**src/rtl/sac_pkg.sv**
```systemverilog
// Purpose: shared constants and types for the sar converter control block
// Assumes: axi4-lite with 32-bit data, one register per aligned word
// Notes:   offsets are indices; byte address is four times the index
package sac_pkg;
  // register indices and byte addresses
  localparam logic [7:0]  IDX_CTRL1    = 8'h1c;
  localparam logic [7:0]  IDX_CTRL2    = 8'h1d;
  localparam logic [7:0]  IDX_RES_LOW  = 8'h1e;
  localparam logic [7:0]  IDX_RES_UP   = 8'h1f;
  localparam logic [11:0] ADDR_CTRL1   = {2'h0, IDX_CTRL1, 2'h0};
  localparam logic [11:0] ADDR_CTRL2   = {2'h0, IDX_CTRL2, 2'h0};
  localparam logic [11:0] ADDR_RES_LOW = {2'h0, IDX_RES_LOW, 2'h0};
  localparam logic [11:0] ADDR_RES_UP  = {2'h0, IDX_RES_UP, 2'h0};
  localparam logic [11:0] ADDR_POWER   = 12'h080;  // low-power mode input mirror
  // reset values
  localparam logic [7:0]  CTRL1_RST    = 8'h10;
  localparam logic [5:0]  CTRL2_RST    = 6'h10;    // bits 5..0 stored
  // field positions
  localparam int          START_BIT    = 7;
  localparam int          DISABLE_BIT  = 4;
  localparam int          LADDER_BIT   = 5;
  localparam int          RES_W        = 10;
  // mode codes
  localparam logic [1:0]  MODE_OFF     = 2'h0;
  localparam logic [1:0]  MODE_SINGLE  = 2'h1;
  localparam logic [1:0]  MODE_REPEAT  = 2'h3;
  // conversion lengths in fc periods
  localparam logic [10:0] CNV_39   = 11'h027;
  localparam logic [10:0] CNV_78   = 11'h04e;
  localparam logic [10:0] CNV_156  = 11'h09c;
  localparam logic [10:0] CNV_312  = 11'h138;
  localparam logic [10:0] CNV_624  = 11'h270;
  localparam logic [10:0] CNV_1248 = 11'h4e0;
  // axi response codes
  localparam logic [1:0]  RESP_OKAY   = 2'h0;
  localparam logic [1:0]  RESP_SLVERR = 2'h2;

  // control register one layout
  typedef struct packed {
    logic       start;
    logic [1:0] mode;
    logic       ain_dis;
    logic [3:0] chan;
  } sac_ctrl1_t;

  // front end handshake towards the comparator
  typedef struct packed {
    logic        ladder_on;
    logic        ain_dis;
    logic [3:0]  chan;
    logic [9:0]  trial;
  } sac_fe_t;

  typedef enum logic [2:0] {
    ST_IDLE = 3'b001,
    ST_CONV = 3'b010,
    ST_DONE = 3'b100
  } sac_state_t;
endpackage

```
**src/rtl/sac_ctrl.sv**
```systemverilog
// Purpose: sar converter control registers and conversion sequencer
// Assumes: axi4-lite slave, comparator result is synchronised here
// Notes:   one conversion spans the coded fc count split over ten bit trials
//
// Design decision made here: register access over AXI4-Lite.
module sac_ctrl
  import sac_pkg::*;
(
  input  wire logic          core_clk,
  input  wire logic          nrst,
  input  wire logic          low_power,     // stop, slow or sleep active
  input  wire logic          cmp_hi,        // comparator: input above trial level
  output sac_fe_t            fe,            // front end controls
  output logic               conversion_complete_irq,
  input  wire logic [11:0]   s_axi_awaddr,
  input  wire logic          s_axi_awvalid,
  output logic               s_axi_awready,
  input  wire logic [31:0]   s_axi_wdata,
  input  wire logic [3:0]    s_axi_wstrb,
  input  wire logic          s_axi_wvalid,
  output logic               s_axi_wready,
  output logic [1:0]         s_axi_bresp,
  output logic               s_axi_bvalid,
  input  wire logic          s_axi_bready,
  input  wire logic [11:0]   s_axi_araddr,
  input  wire logic          s_axi_arvalid,
  output logic               s_axi_arready,
  output logic [31:0]        s_axi_rdata,
  output logic [1:0]         s_axi_rresp,
  output logic               s_axi_rvalid,
  input  wire logic          s_axi_rready
);
  // whole conversion length from the conversion-time code
  function automatic logic [10:0] cnv_len(input logic [2:0] code);
    case (code)
      3'h0:    cnv_len = CNV_39;
      3'h2:    cnv_len = CNV_78;
      3'h3:    cnv_len = CNV_156;
      3'h4:    cnv_len = CNV_312;
      3'h5:    cnv_len = CNV_624;
      3'h6:    cnv_len = CNV_1248;
      default: cnv_len = CNV_39;  // reserved codes fall back to shortest
    endcase
  endfunction

  // pin synchronisers
  logic [1:0]   lp_sync_q;       // low-power level
  logic [1:0]   cmp_sync_q;      // comparator level
  logic         lp;              // synchronised low-power
  logic         cmp;             // synchronised comparator

  // registers
  sac_ctrl1_t   ctrl1_q, ctrl1_d;       // start, mode, input control, channel
  logic [5:0]   ctrl2_q, ctrl2_d;       // ladder, bit4 (writable, reset 1), time code, bit0
  logic [9:0]   result_q, result_d;     // stored conversion result
  logic         done_q, done_d;         // conversion done flag
  logic         irq_q, irq_d;           // completion pulse
  sac_state_t   st_q, st_d;             // sequencer state
  logic [9:0]   sar_q, sar_d;           // approximation register
  logic [9:0]   bit_q, bit_d;           // bit under trial, one-hot
  logic [10:0]  cnt_q, cnt_d;           // fc cycles left in conversion
  logic [10:0]  step_q, step_d;         // cycles left in current trial
  logic [10:0]  step_len;               // cycles per bit trial

  // bus state
  logic         aw_hold_q, aw_hold_d;   // write address captured
  logic         w_hold_q, w_hold_d;     // write data captured
  logic [11:0]  awaddr_q, awaddr_d;
  logic [31:0]  wdata_q, wdata_d;
  logic [3:0]   wstrb_q, wstrb_d;
  logic         bvalid_q, bvalid_d;
  logic [1:0]   bresp_q, bresp_d;
  logic         rvalid_q, rvalid_d;
  logic [31:0]  rdata_q, rdata_d;
  logic [1:0]   rresp_q, rresp_d;
  logic         wr_go;                  // write performed this cycle
  logic         rd_go;                  // read performed this cycle
  logic         busy;                   // conversion in progress

  assign lp       = lp_sync_q[1];
  assign cmp      = cmp_sync_q[1];
  assign busy     = (st_q == ST_CONV);
  assign step_len = cnv_len(ctrl2_q[3:1]) / 11'd10;
  assign wr_go    = aw_hold_q && w_hold_q && !bvalid_q;
  assign rd_go    = s_axi_arvalid && !rvalid_q;

  // synchronisers: first stage read only by second
  always_ff @(posedge core_clk or negedge nrst) begin
    if (!nrst) begin
      lp_sync_q  <= 2'h0;
      cmp_sync_q <= 2'h0;
    end else begin
      lp_sync_q  <= {lp_sync_q[0], low_power};
      cmp_sync_q <= {cmp_sync_q[0], cmp_hi};
    end
  end

  // axi handshake next state
  always_comb begin
    aw_hold_d = aw_hold_q;
    w_hold_d  = w_hold_q;
    awaddr_d  = awaddr_q;
    wdata_d   = wdata_q;
    wstrb_d   = wstrb_q;
    bvalid_d  = bvalid_q;
    bresp_d   = bresp_q;
    rvalid_d  = rvalid_q;
    rdata_d   = rdata_q;
    rresp_d   = rresp_q;
    // address and data accepted in either order
    if (s_axi_awvalid && !aw_hold_q) begin
      aw_hold_d = 1'b1;
      awaddr_d  = s_axi_awaddr;
    end
    if (s_axi_wvalid && !w_hold_q) begin
      w_hold_d = 1'b1;
      wdata_d  = s_axi_wdata;
      wstrb_d  = s_axi_wstrb;
    end
    if (wr_go) begin
      aw_hold_d = 1'b0;
      w_hold_d  = 1'b0;
      bvalid_d  = 1'b1;
      // only the two control registers answer okay; all other addresses answer slverr
      bresp_d   = (awaddr_q == ADDR_CTRL1 || awaddr_q == ADDR_CTRL2) ? RESP_OKAY
                                                                     : RESP_SLVERR;
    end else if (bvalid_q && s_axi_bready) begin
      bvalid_d = 1'b0;
    end
    if (rd_go) begin
      rvalid_d = 1'b1;
      rresp_d  = RESP_OKAY;
      case (s_axi_araddr)
        ADDR_CTRL1:   rdata_d = {24'h0, ctrl1_q};
        // top two bits are undefined; this build returns zero
        ADDR_CTRL2:   rdata_d = {24'h0, 2'h0, ctrl2_q};
        ADDR_RES_LOW: rdata_d = {24'h0, result_q[1:0], done_q, busy, 4'h0};
        ADDR_RES_UP:  rdata_d = {24'h0, result_q[9:2]};
        ADDR_POWER:   rdata_d = {31'h0, lp};
        default: begin
          rdata_d = 32'h0;
          rresp_d = RESP_SLVERR;
        end
      endcase
    end else if (rvalid_q && s_axi_rready) begin
      rvalid_d = 1'b0;
    end
  end

  always_ff @(posedge core_clk or negedge nrst) begin
    if (!nrst) begin
      aw_hold_q <= 1'b0;
      w_hold_q  <= 1'b0;
      awaddr_q  <= 12'h0;
      wdata_q   <= 32'h0;
      wstrb_q   <= 4'h0;
      bvalid_q  <= 1'b0;
      bresp_q   <= RESP_OKAY;
      rvalid_q  <= 1'b0;
      rdata_q   <= 32'h0;
      rresp_q   <= RESP_OKAY;
    end else begin
      aw_hold_q <= aw_hold_d;
      w_hold_q  <= w_hold_d;
      awaddr_q  <= awaddr_d;
      wdata_q   <= wdata_d;
      wstrb_q   <= wstrb_d;
      bvalid_q  <= bvalid_d;
      bresp_q   <= bresp_d;
      rvalid_q  <= rvalid_d;
      rdata_q   <= rdata_d;
      rresp_q   <= rresp_d;
    end
  end

  // control registers and sequencer next state
  always_comb begin
    ctrl1_d  = ctrl1_q;
    ctrl2_d  = ctrl2_q;
    result_d = result_q;
    done_d   = done_q;
    irq_d    = 1'b0;
    st_d     = st_q;
    sar_d    = sar_q;
    bit_d    = bit_q;
    cnt_d    = cnt_q;
    step_d   = step_q;
    // software writes, byte lane zero only
    if (wr_go && wstrb_q[0]) begin
      if (awaddr_q == ADDR_CTRL1) begin
        ctrl1_d = sac_ctrl1_t'(wdata_q[7:0]);
      end
      if (awaddr_q == ADDR_CTRL2) begin
        ctrl2_d = wdata_q[5:0];
      end
    end
    // reading the upper result clears done
    if (rd_go && s_axi_araddr == ADDR_RES_UP) begin
      done_d = 1'b0;
    end
    case (st_q)
      ST_IDLE: begin
        // start only honoured in single or repeat mode
        if (ctrl1_q.start &&
            (ctrl1_q.mode == MODE_SINGLE || ctrl1_q.mode == MODE_REPEAT)) begin
          st_d  = ST_CONV;
          sar_d = 10'h200;
          bit_d = 10'h200;
          cnt_d = cnv_len(ctrl2_q[3:1]);
          step_d = step_len;
          ctrl1_d.start = 1'b0;
        end
      end
      ST_CONV: begin
        cnt_d  = cnt_q - 11'd1;
        step_d = step_q - 11'd1;
        // one bit decided per trial, msb first
        if (step_q <= 11'd1 && bit_q != 10'h0) begin
          sar_d  = (cmp ? sar_q : (sar_q & ~bit_q)) | (bit_q >> 1);
          bit_d  = bit_q >> 1;
          step_d = step_len;
        end
        if (cnt_q <= 11'd1) begin
          st_d = ST_DONE;
        end
        if (ctrl1_q.mode == MODE_OFF) begin
          st_d = ST_IDLE;
        end
      end
      ST_DONE: begin
        result_d = sar_q;
        done_d   = 1'b1;
        irq_d    = 1'b1;
        if (ctrl1_q.mode == MODE_REPEAT) begin
          st_d   = ST_CONV;
          sar_d  = 10'h200;
          bit_d  = 10'h200;
          cnt_d  = cnv_len(ctrl2_q[3:1]);
          step_d = step_len;
        end else begin
          st_d = ST_IDLE;
        end
      end
      default: st_d = ST_IDLE;
    endcase
    // standby: registers reinitialised, writes refused, conversion dropped
    if (lp) begin
      ctrl1_d  = sac_ctrl1_t'(CTRL1_RST);
      ctrl2_d  = CTRL2_RST;
      st_d     = ST_IDLE;
      result_d = 10'h0;
      done_d   = 1'b0;
      irq_d    = 1'b0;
    end
  end

  always_ff @(posedge core_clk or negedge nrst) begin
    if (!nrst) begin
      ctrl1_q  <= sac_ctrl1_t'(CTRL1_RST);
      ctrl2_q  <= CTRL2_RST;
      result_q <= 10'h0;
      done_q   <= 1'b0;
      irq_q    <= 1'b0;
      st_q     <= ST_IDLE;
      sar_q    <= 10'h0;
      bit_q    <= 10'h0;
      cnt_q    <= 11'h0;
      step_q   <= 11'h0;
    end else begin
      ctrl1_q  <= ctrl1_d;
      ctrl2_q  <= ctrl2_d;
      result_q <= result_d;
      done_q   <= done_d;
      irq_q    <= irq_d;
      st_q     <= st_d;
      sar_q    <= sar_d;
      bit_q    <= bit_d;
      cnt_q    <= cnt_d;
      step_q   <= step_d;
    end
  end

  // outputs
  assign fe.ladder_on = ctrl2_q[LADDER_BIT] || busy;
  assign fe.ain_dis   = ctrl1_q.ain_dis;
  assign fe.chan      = ctrl1_q.chan;
  assign fe.trial     = sar_q;
  assign conversion_complete_irq = irq_q;
  assign s_axi_awready = !aw_hold_q;
  assign s_axi_wready  = !w_hold_q;
  assign s_axi_bvalid  = bvalid_q;
  assign s_axi_bresp   = bresp_q;
  assign s_axi_arready = !rvalid_q;
  assign s_axi_rvalid  = rvalid_q;
  assign s_axi_rdata   = rdata_q;
  assign s_axi_rresp   = rresp_q;
endmodule

```
**config.mk**
```make
export PLATFORM = sky130hd
export DESIGN_NAME = sac_ctrl
export DESIGN_NICKNAME = d
export VERILOG_FILES = /design/src/rtl/sac_pkg.sv /design/src/rtl/sac_ctrl.sv
export SDC_FILE = /design/constraint.sdc
export NUM_CORES = 1
export LEC_CHECK = 0
export BUFFER_PORTS_ARGS = -buffer_cell sky130_fd_sc_hd__clkbuf_2
export CAP_MARGIN = 20
export CELL_PAD_IN_SITES_DETAIL_PLACEMENT = 0
export CELL_PAD_IN_SITES_GLOBAL_PLACEMENT = 1
export CORE_MARGIN = 2
export CORE_UTILIZATION = 40
export CTS_BUF_LIST = sky130_fd_sc_hd__clkbuf_2 sky130_fd_sc_hd__clkbuf_4 sky130_fd_sc_hd__clkbuf_8
export CTS_CLUSTER_SIZE = 10
export DETAILED_ROUTE_END_ITERATION = 7
export PLACE_DENSITY_LB_ADDON = 0.1
export SYNTH_ARGS = -nofsm -noshare
export SYNTH_HDL_FRONTEND = slang
export SYNTH_SLANG_ARGS = --single-unit
```
**constraint.sdc**
```tcl
create_clock -name core_clk -period 7.15 [get_ports core_clk]
set_input_delay 1.43 -clock core_clk [delete_from_list [all_inputs] [get_ports core_clk]]
set_output_delay 1.43 -clock core_clk [all_outputs]
set_load 0.03 [all_outputs]
```
==> impl_summary.txt <==
----------------------------------------------------
[Logic synthesis]
  Cell with the most instances after synthesis ... sky130_fd_sc_hd__dfrtp_1
  Fraction of the yosys area taken by sequential cells ... between 40% and 50%
  Number of synthesized flops with an enable pin ... 0
  Post-synthesis cell type count ... 74
  Cell types occupying the most area after synthesis ... sky130_fd_sc_hd__dfrtp_1 42%, sky130_fd_sc_hd__nand2_1 3.9%, sky130_fd_sc_hd__mux2_2 3.9%, sky130_fd_sc_hd__o21ai_0 3.7%, sky130_fd_sc_hd__buf_4 3.7%
  Synthesized instance count ... between 600 and 700
  Top cell type by total area after synthesis ... sky130_fd_sc_hd__dfrtp_1
  Area of the mapped netlist ... roughly 0.0064 mm2
  Proportion of register bits with asynchronous set or reset after synthesis ... 100%
  Commonest cells in the synthesized netlist ... 107 x sky130_fd_sc_hd__dfrtp_1, 66 x sky130_fd_sc_hd__nand2_1, 58 x sky130_fd_sc_hd__nor2_1, 47 x sky130_fd_sc_hd__o21ai_0
  Warnings from Yosys ... 0
  Mean area per synthesized cell ... approximately 9.3 um2
  Flop and latch count out of synthesis ... between 100 and 150
  Prevailing post-synth register cell ... sky130_fd_sc_hd__dfrtp_1
  Area share of the leading cell type in the synthesized netlist ... a little over two fifths

[Global route]
  Number of antenna violations at the first check in global routing ... 0
  GRT overflow ... 0
  Wire length of the first global-routing pass ... between 20000 and 30000 um
  Largest net degree at the start of global routing ... 59
  Total routing resource utilization after global routing ... approximately a fifth
  Vias in the first global route ... about 5000

[Run status]
  Outcome ... complete, no violations

[STA]
  Tmin final ... between 4 and 5 ns
  Setup Viol. Count Final ... 0
  Final slew viol count ... 0
  Transition at the pin with the smallest max-transition slack ... 1.04 ns
  Worst slew slack as a fraction of its limit ... between 30% and 40%
  Post-route setup TNS ... 0 ns
  Highest attainable clock frequency ... 211 MHz
  Worst hold slack ... 0.359 ns
  Post-route clock period utilization ... between 60% and 70%
  Unrepaired setup endpoints after global routing ... no
  Final hold violation count ... 0
  Worst clock skew ... around 0.013 ns

[Pwr]
  Relative contribution of the clock network to total power ... ~29%
  Register share of total power ... 56.1%
  Switching Share ... ~28%
  Final Total Pwr ... between 1000 and 1500 uW
  Pint ... roughly 950 uW
  Cell area power density ... roughly 190 mW/mm2
  LEAKAGE ... 0.00321 uW
  Sw Pwr ... roughly 380 uW
  Combinational cell fraction of total power ... 15.1%
  Worst ir drop on vdd ... slightly above 0.08 mV

[Finish]
  Area growth from synthesis to layout ... 10.1%
  Number of nets at the end of the flow ... 817
  Fraction of layout cells with a size suffix above 1 ... between 10% and 20%
  Filler Cells Inserted ... approximately 1600
  Total inserted antenna cells ... 0
  Storage cell area ... about 0.0028 mm2
  Total area of multi-input combinational cells ... ~0.0033 mm2

[Hold path]
  Capture endpoint of the worst hold path ... cmp_sync_q[1]$_DFF_PN0_
  Worst Hold Depth ... 0
  HP Class ... reg -> reg
  Hold path startpoint ... cmp_sync_q[0]$_DFF_PN0_

[CTS]
  Post CTS Setup Buffer Count ... 0
  CTS tree ... done
  Number of hold buffers added after cts ... 0
  Depth of the CTS H-tree ... 3
  Clock root buffer ... sky130_fd_sc_hd__clkbuf_8
  Post_cts resized ... 0
  Count of clock tree sinks ... 110
  Clock network latency to the later pin of the worst-skew pair ... 0.38 ns
  Number of buffers created by CTS ... 9
  Max clock buf depth ... 2
  Clock transition time at the flip-flop clock pins of the worst setup and hold paths ... 0.11 ns

[Routing]
  DRC ... 0
  Metal2 WL ... 7930 um
  Detailed-route wire length ... between 15000 and 20000 um
  Post-detailed-route via-to-cell ratio ... between 5 and 6
  Count of vias placed by the detailed router ... about 5300
  Detailed-routing iteration count for the pre-antenna-repair pass ... 7
  Top routing layer in use ... met4
  Drt first-iter violations ... 335
  Met1 routed wirelength after detailed routing ... between 7000 and 8000 um
  Drt wl/cell ... approximately 17 um
  Number of nets with antenna violations after detailed routing ... 0
  WL met3 ... 594 um

[Worst setup path]
  CP endpoint kind ... register
  Critical path arrival ... roughly 5.0 ns
  Start of the worst register-to-register path ... ctrl2_q[1]$_DFFE_PN0P_
  Start-to-end type of the worst setup path ... reg -> reg
  Element type at the critical path start ... register
  Setup slack of the most critical reg-to-reg path ... roughly 2.4 ns
  Terminus of the critical flop-to-flop path ... step_q[0]$_DFFE_PN0P_
  Worst endpoint required time ... 7.45 ns
  CP Max Fanout ... 18
  Worst-case reg-to-reg path depth ... 15

[Floorplan]
  Count of boundary I/O pins ... 127
  Total core area ... 0.0157 mm2
  Initial cell density of the core ... about two fifths
  Full die area ... 0.0169 mm2
  Vertical die dimension ... ~130 um
  Standard-cell row count ... 46
  Horizontal extent of the die ... around 130 um

[Run]
  Max capacitance violation total ... 0

[Placed design]
  Placer congestion estimate ... 0.820
  DP Wirelength ... roughly 12000 um
  Number of buffers inserted by port buffering ... 73

----------------------------------------------------
cells in the final DEF (no fill, tap or decap), drive strengths merged, types with 4 or more instances in the layout:
cell and instances:
o211ai 6, nand2 66, nor2 58, a22o 21, clkbuf 82, or2 6
a211o 4, a21oi 31, a211oi 5, xnor2 5, or3 6, a222oi 8
nor4 11, nand2b 8, o22ai 6, mux2 22, ha 11, nand3 26
o21a 5, and3 4, o31ai 9, inv 23, nor2b 21, a21boi 5
nor4b 4, xor2 4, nor3b 6, o31a 4, dfrtp 107, buf 11
nor3 14, o21ai 50, conb 26, mux2i 15
logic make-up after synthesis:
kind of cell	Yosys count	share of synthesized area (%)
AOI/OAI and AO/OA	182	20.2
xor gates and xnor gates	9	1.24
adders and majority gates	11	2.16
buffers and inverters	85	7.02
DFF	110	43.3
muxes	37	6.25
other	1	0.0589
and+or+nand+nor	247	19.7
power by group through the flow:
stage	Sequential [uW]	Combinational (uW)	Clock, uW
floorplan	755	150	0
global placement	754	199	0
detailed placement	758	204	0
CTS	745	205	394
global route	757	223	419
finish	745	201	381
sequential cells by signal (all words and copies together) (netlist names):
| name | count |
|---|---|
| conversion_complete_irq | 1 |
| wstrb_q | 1 |
| fe | 5 |
| done_q | 1 |
| sar_q | 10 |
| step_q | 11 |
| lp_sync_q | 2 |
| s_axi_rvalid | 1 |
| s_axi_rdata | 8 |
| ctrl2_q | 6 |
| s_axi_bvalid | 1 |
| bit_q | 10 |
| s_axi_rresp | 1 |
| cmp_sync_q | 2 |
| s_axi_bresp | 1 |
| awaddr_q | 12 |
| ctrl1_q | 3 |
| w_hold_q | 1 |
| aw_hold_q | 1 |
| cnt_q | 11 |
| wdata_q | 8 |
| st_q | 3 |
| result_q | 10 |
per-layer routing:
layer	vias up	GRT usage (%)
met5	-	0
met4	0	5.82
met3	16	3.16
met2	111	33.4
met1	2602	26.6
li1	2535	-
cell type report:
| class | count | area share [%] |
|---|---|---|
| timing repair buffer | 83 | 6.32 |
| clock inverter | 5 | 0.821 |
| sequential | 110 | 39.3 |
| tap | 216 | 3.86 |
| clock buffer | 10 | 1.88 |
| multi-input combinational | 512 | 46.7 |
| inverter | 21 | 1.13 |
critical path, stage by stage, from the launching register on:
cell                        delay [ns]
sky130_fd_sc_hd__dfrtp_1          0.38
sky130_fd_sc_hd__nor2b_1          0.46
sky130_fd_sc_hd__nand2_1          0.15
sky130_fd_sc_hd__inv_1            0.17
sky130_fd_sc_hd__ha_1             0.43
sky130_fd_sc_hd__o21bai_1         0.25
sky130_fd_sc_hd__o2bb2ai_1        0.18
sky130_fd_sc_hd__or4_4            0.45
sky130_fd_sc_hd__a311oi_4         0.55
sky130_fd_sc_hd__mux2i_1          0.39
sky130_fd_sc_hd__nor3_2           0.11
sky130_fd_sc_hd__o41ai_1          0.31
sky130_fd_sc_hd__o211ai_1         0.16
sky130_fd_sc_hd__or3_1            0.33
sky130_fd_sc_hd__o2111a_1         0.14
sky130_fd_sc_hd__a221oi_2         0.20
worst max path at each step:
stage	start	to	depth (start not counted)
detailed placement	ctrl2_q[1]$_DFFE_PN0P_	step_q[0]$_DFFE_PN0P_	15
CTS	ctrl2_q[1]$_DFFE_PN0P_	step_q[0]$_DFFE_PN0P_	15
global route	ctrl2_q[1]$_DFFE_PN0P_	step_q[0]$_DFFE_PN0P_	15
global placement	ctrl2_q[1]$_DFFE_PN0P_	step_q[0]$_DFFE_PN0P_	15
finish	ctrl2_q[1]$_DFFE_PN0P_	step_q[0]$_DFFE_PN0P_	15
floorplan	ctrl2_q[2]$_DFFE_PN0P_	step_q[0]$_DFFE_PN0P_	16
through the flow:
stage,cells,area (um2),utilization (%),worst slack (ns)
2_1_floorplan,707,6460,-,2.98
3_3_place_gp,941,6810,43.3,2.49
3_5_place_dp,941,6810,43.3,2.43
4_1_cts,956,7000,44.5,2.42
5_1_grt,957,7010,44.6,2.03
6_report,957,7010,44.6,2.40
No activity file was read; power rests on OpenSTA's default activity.
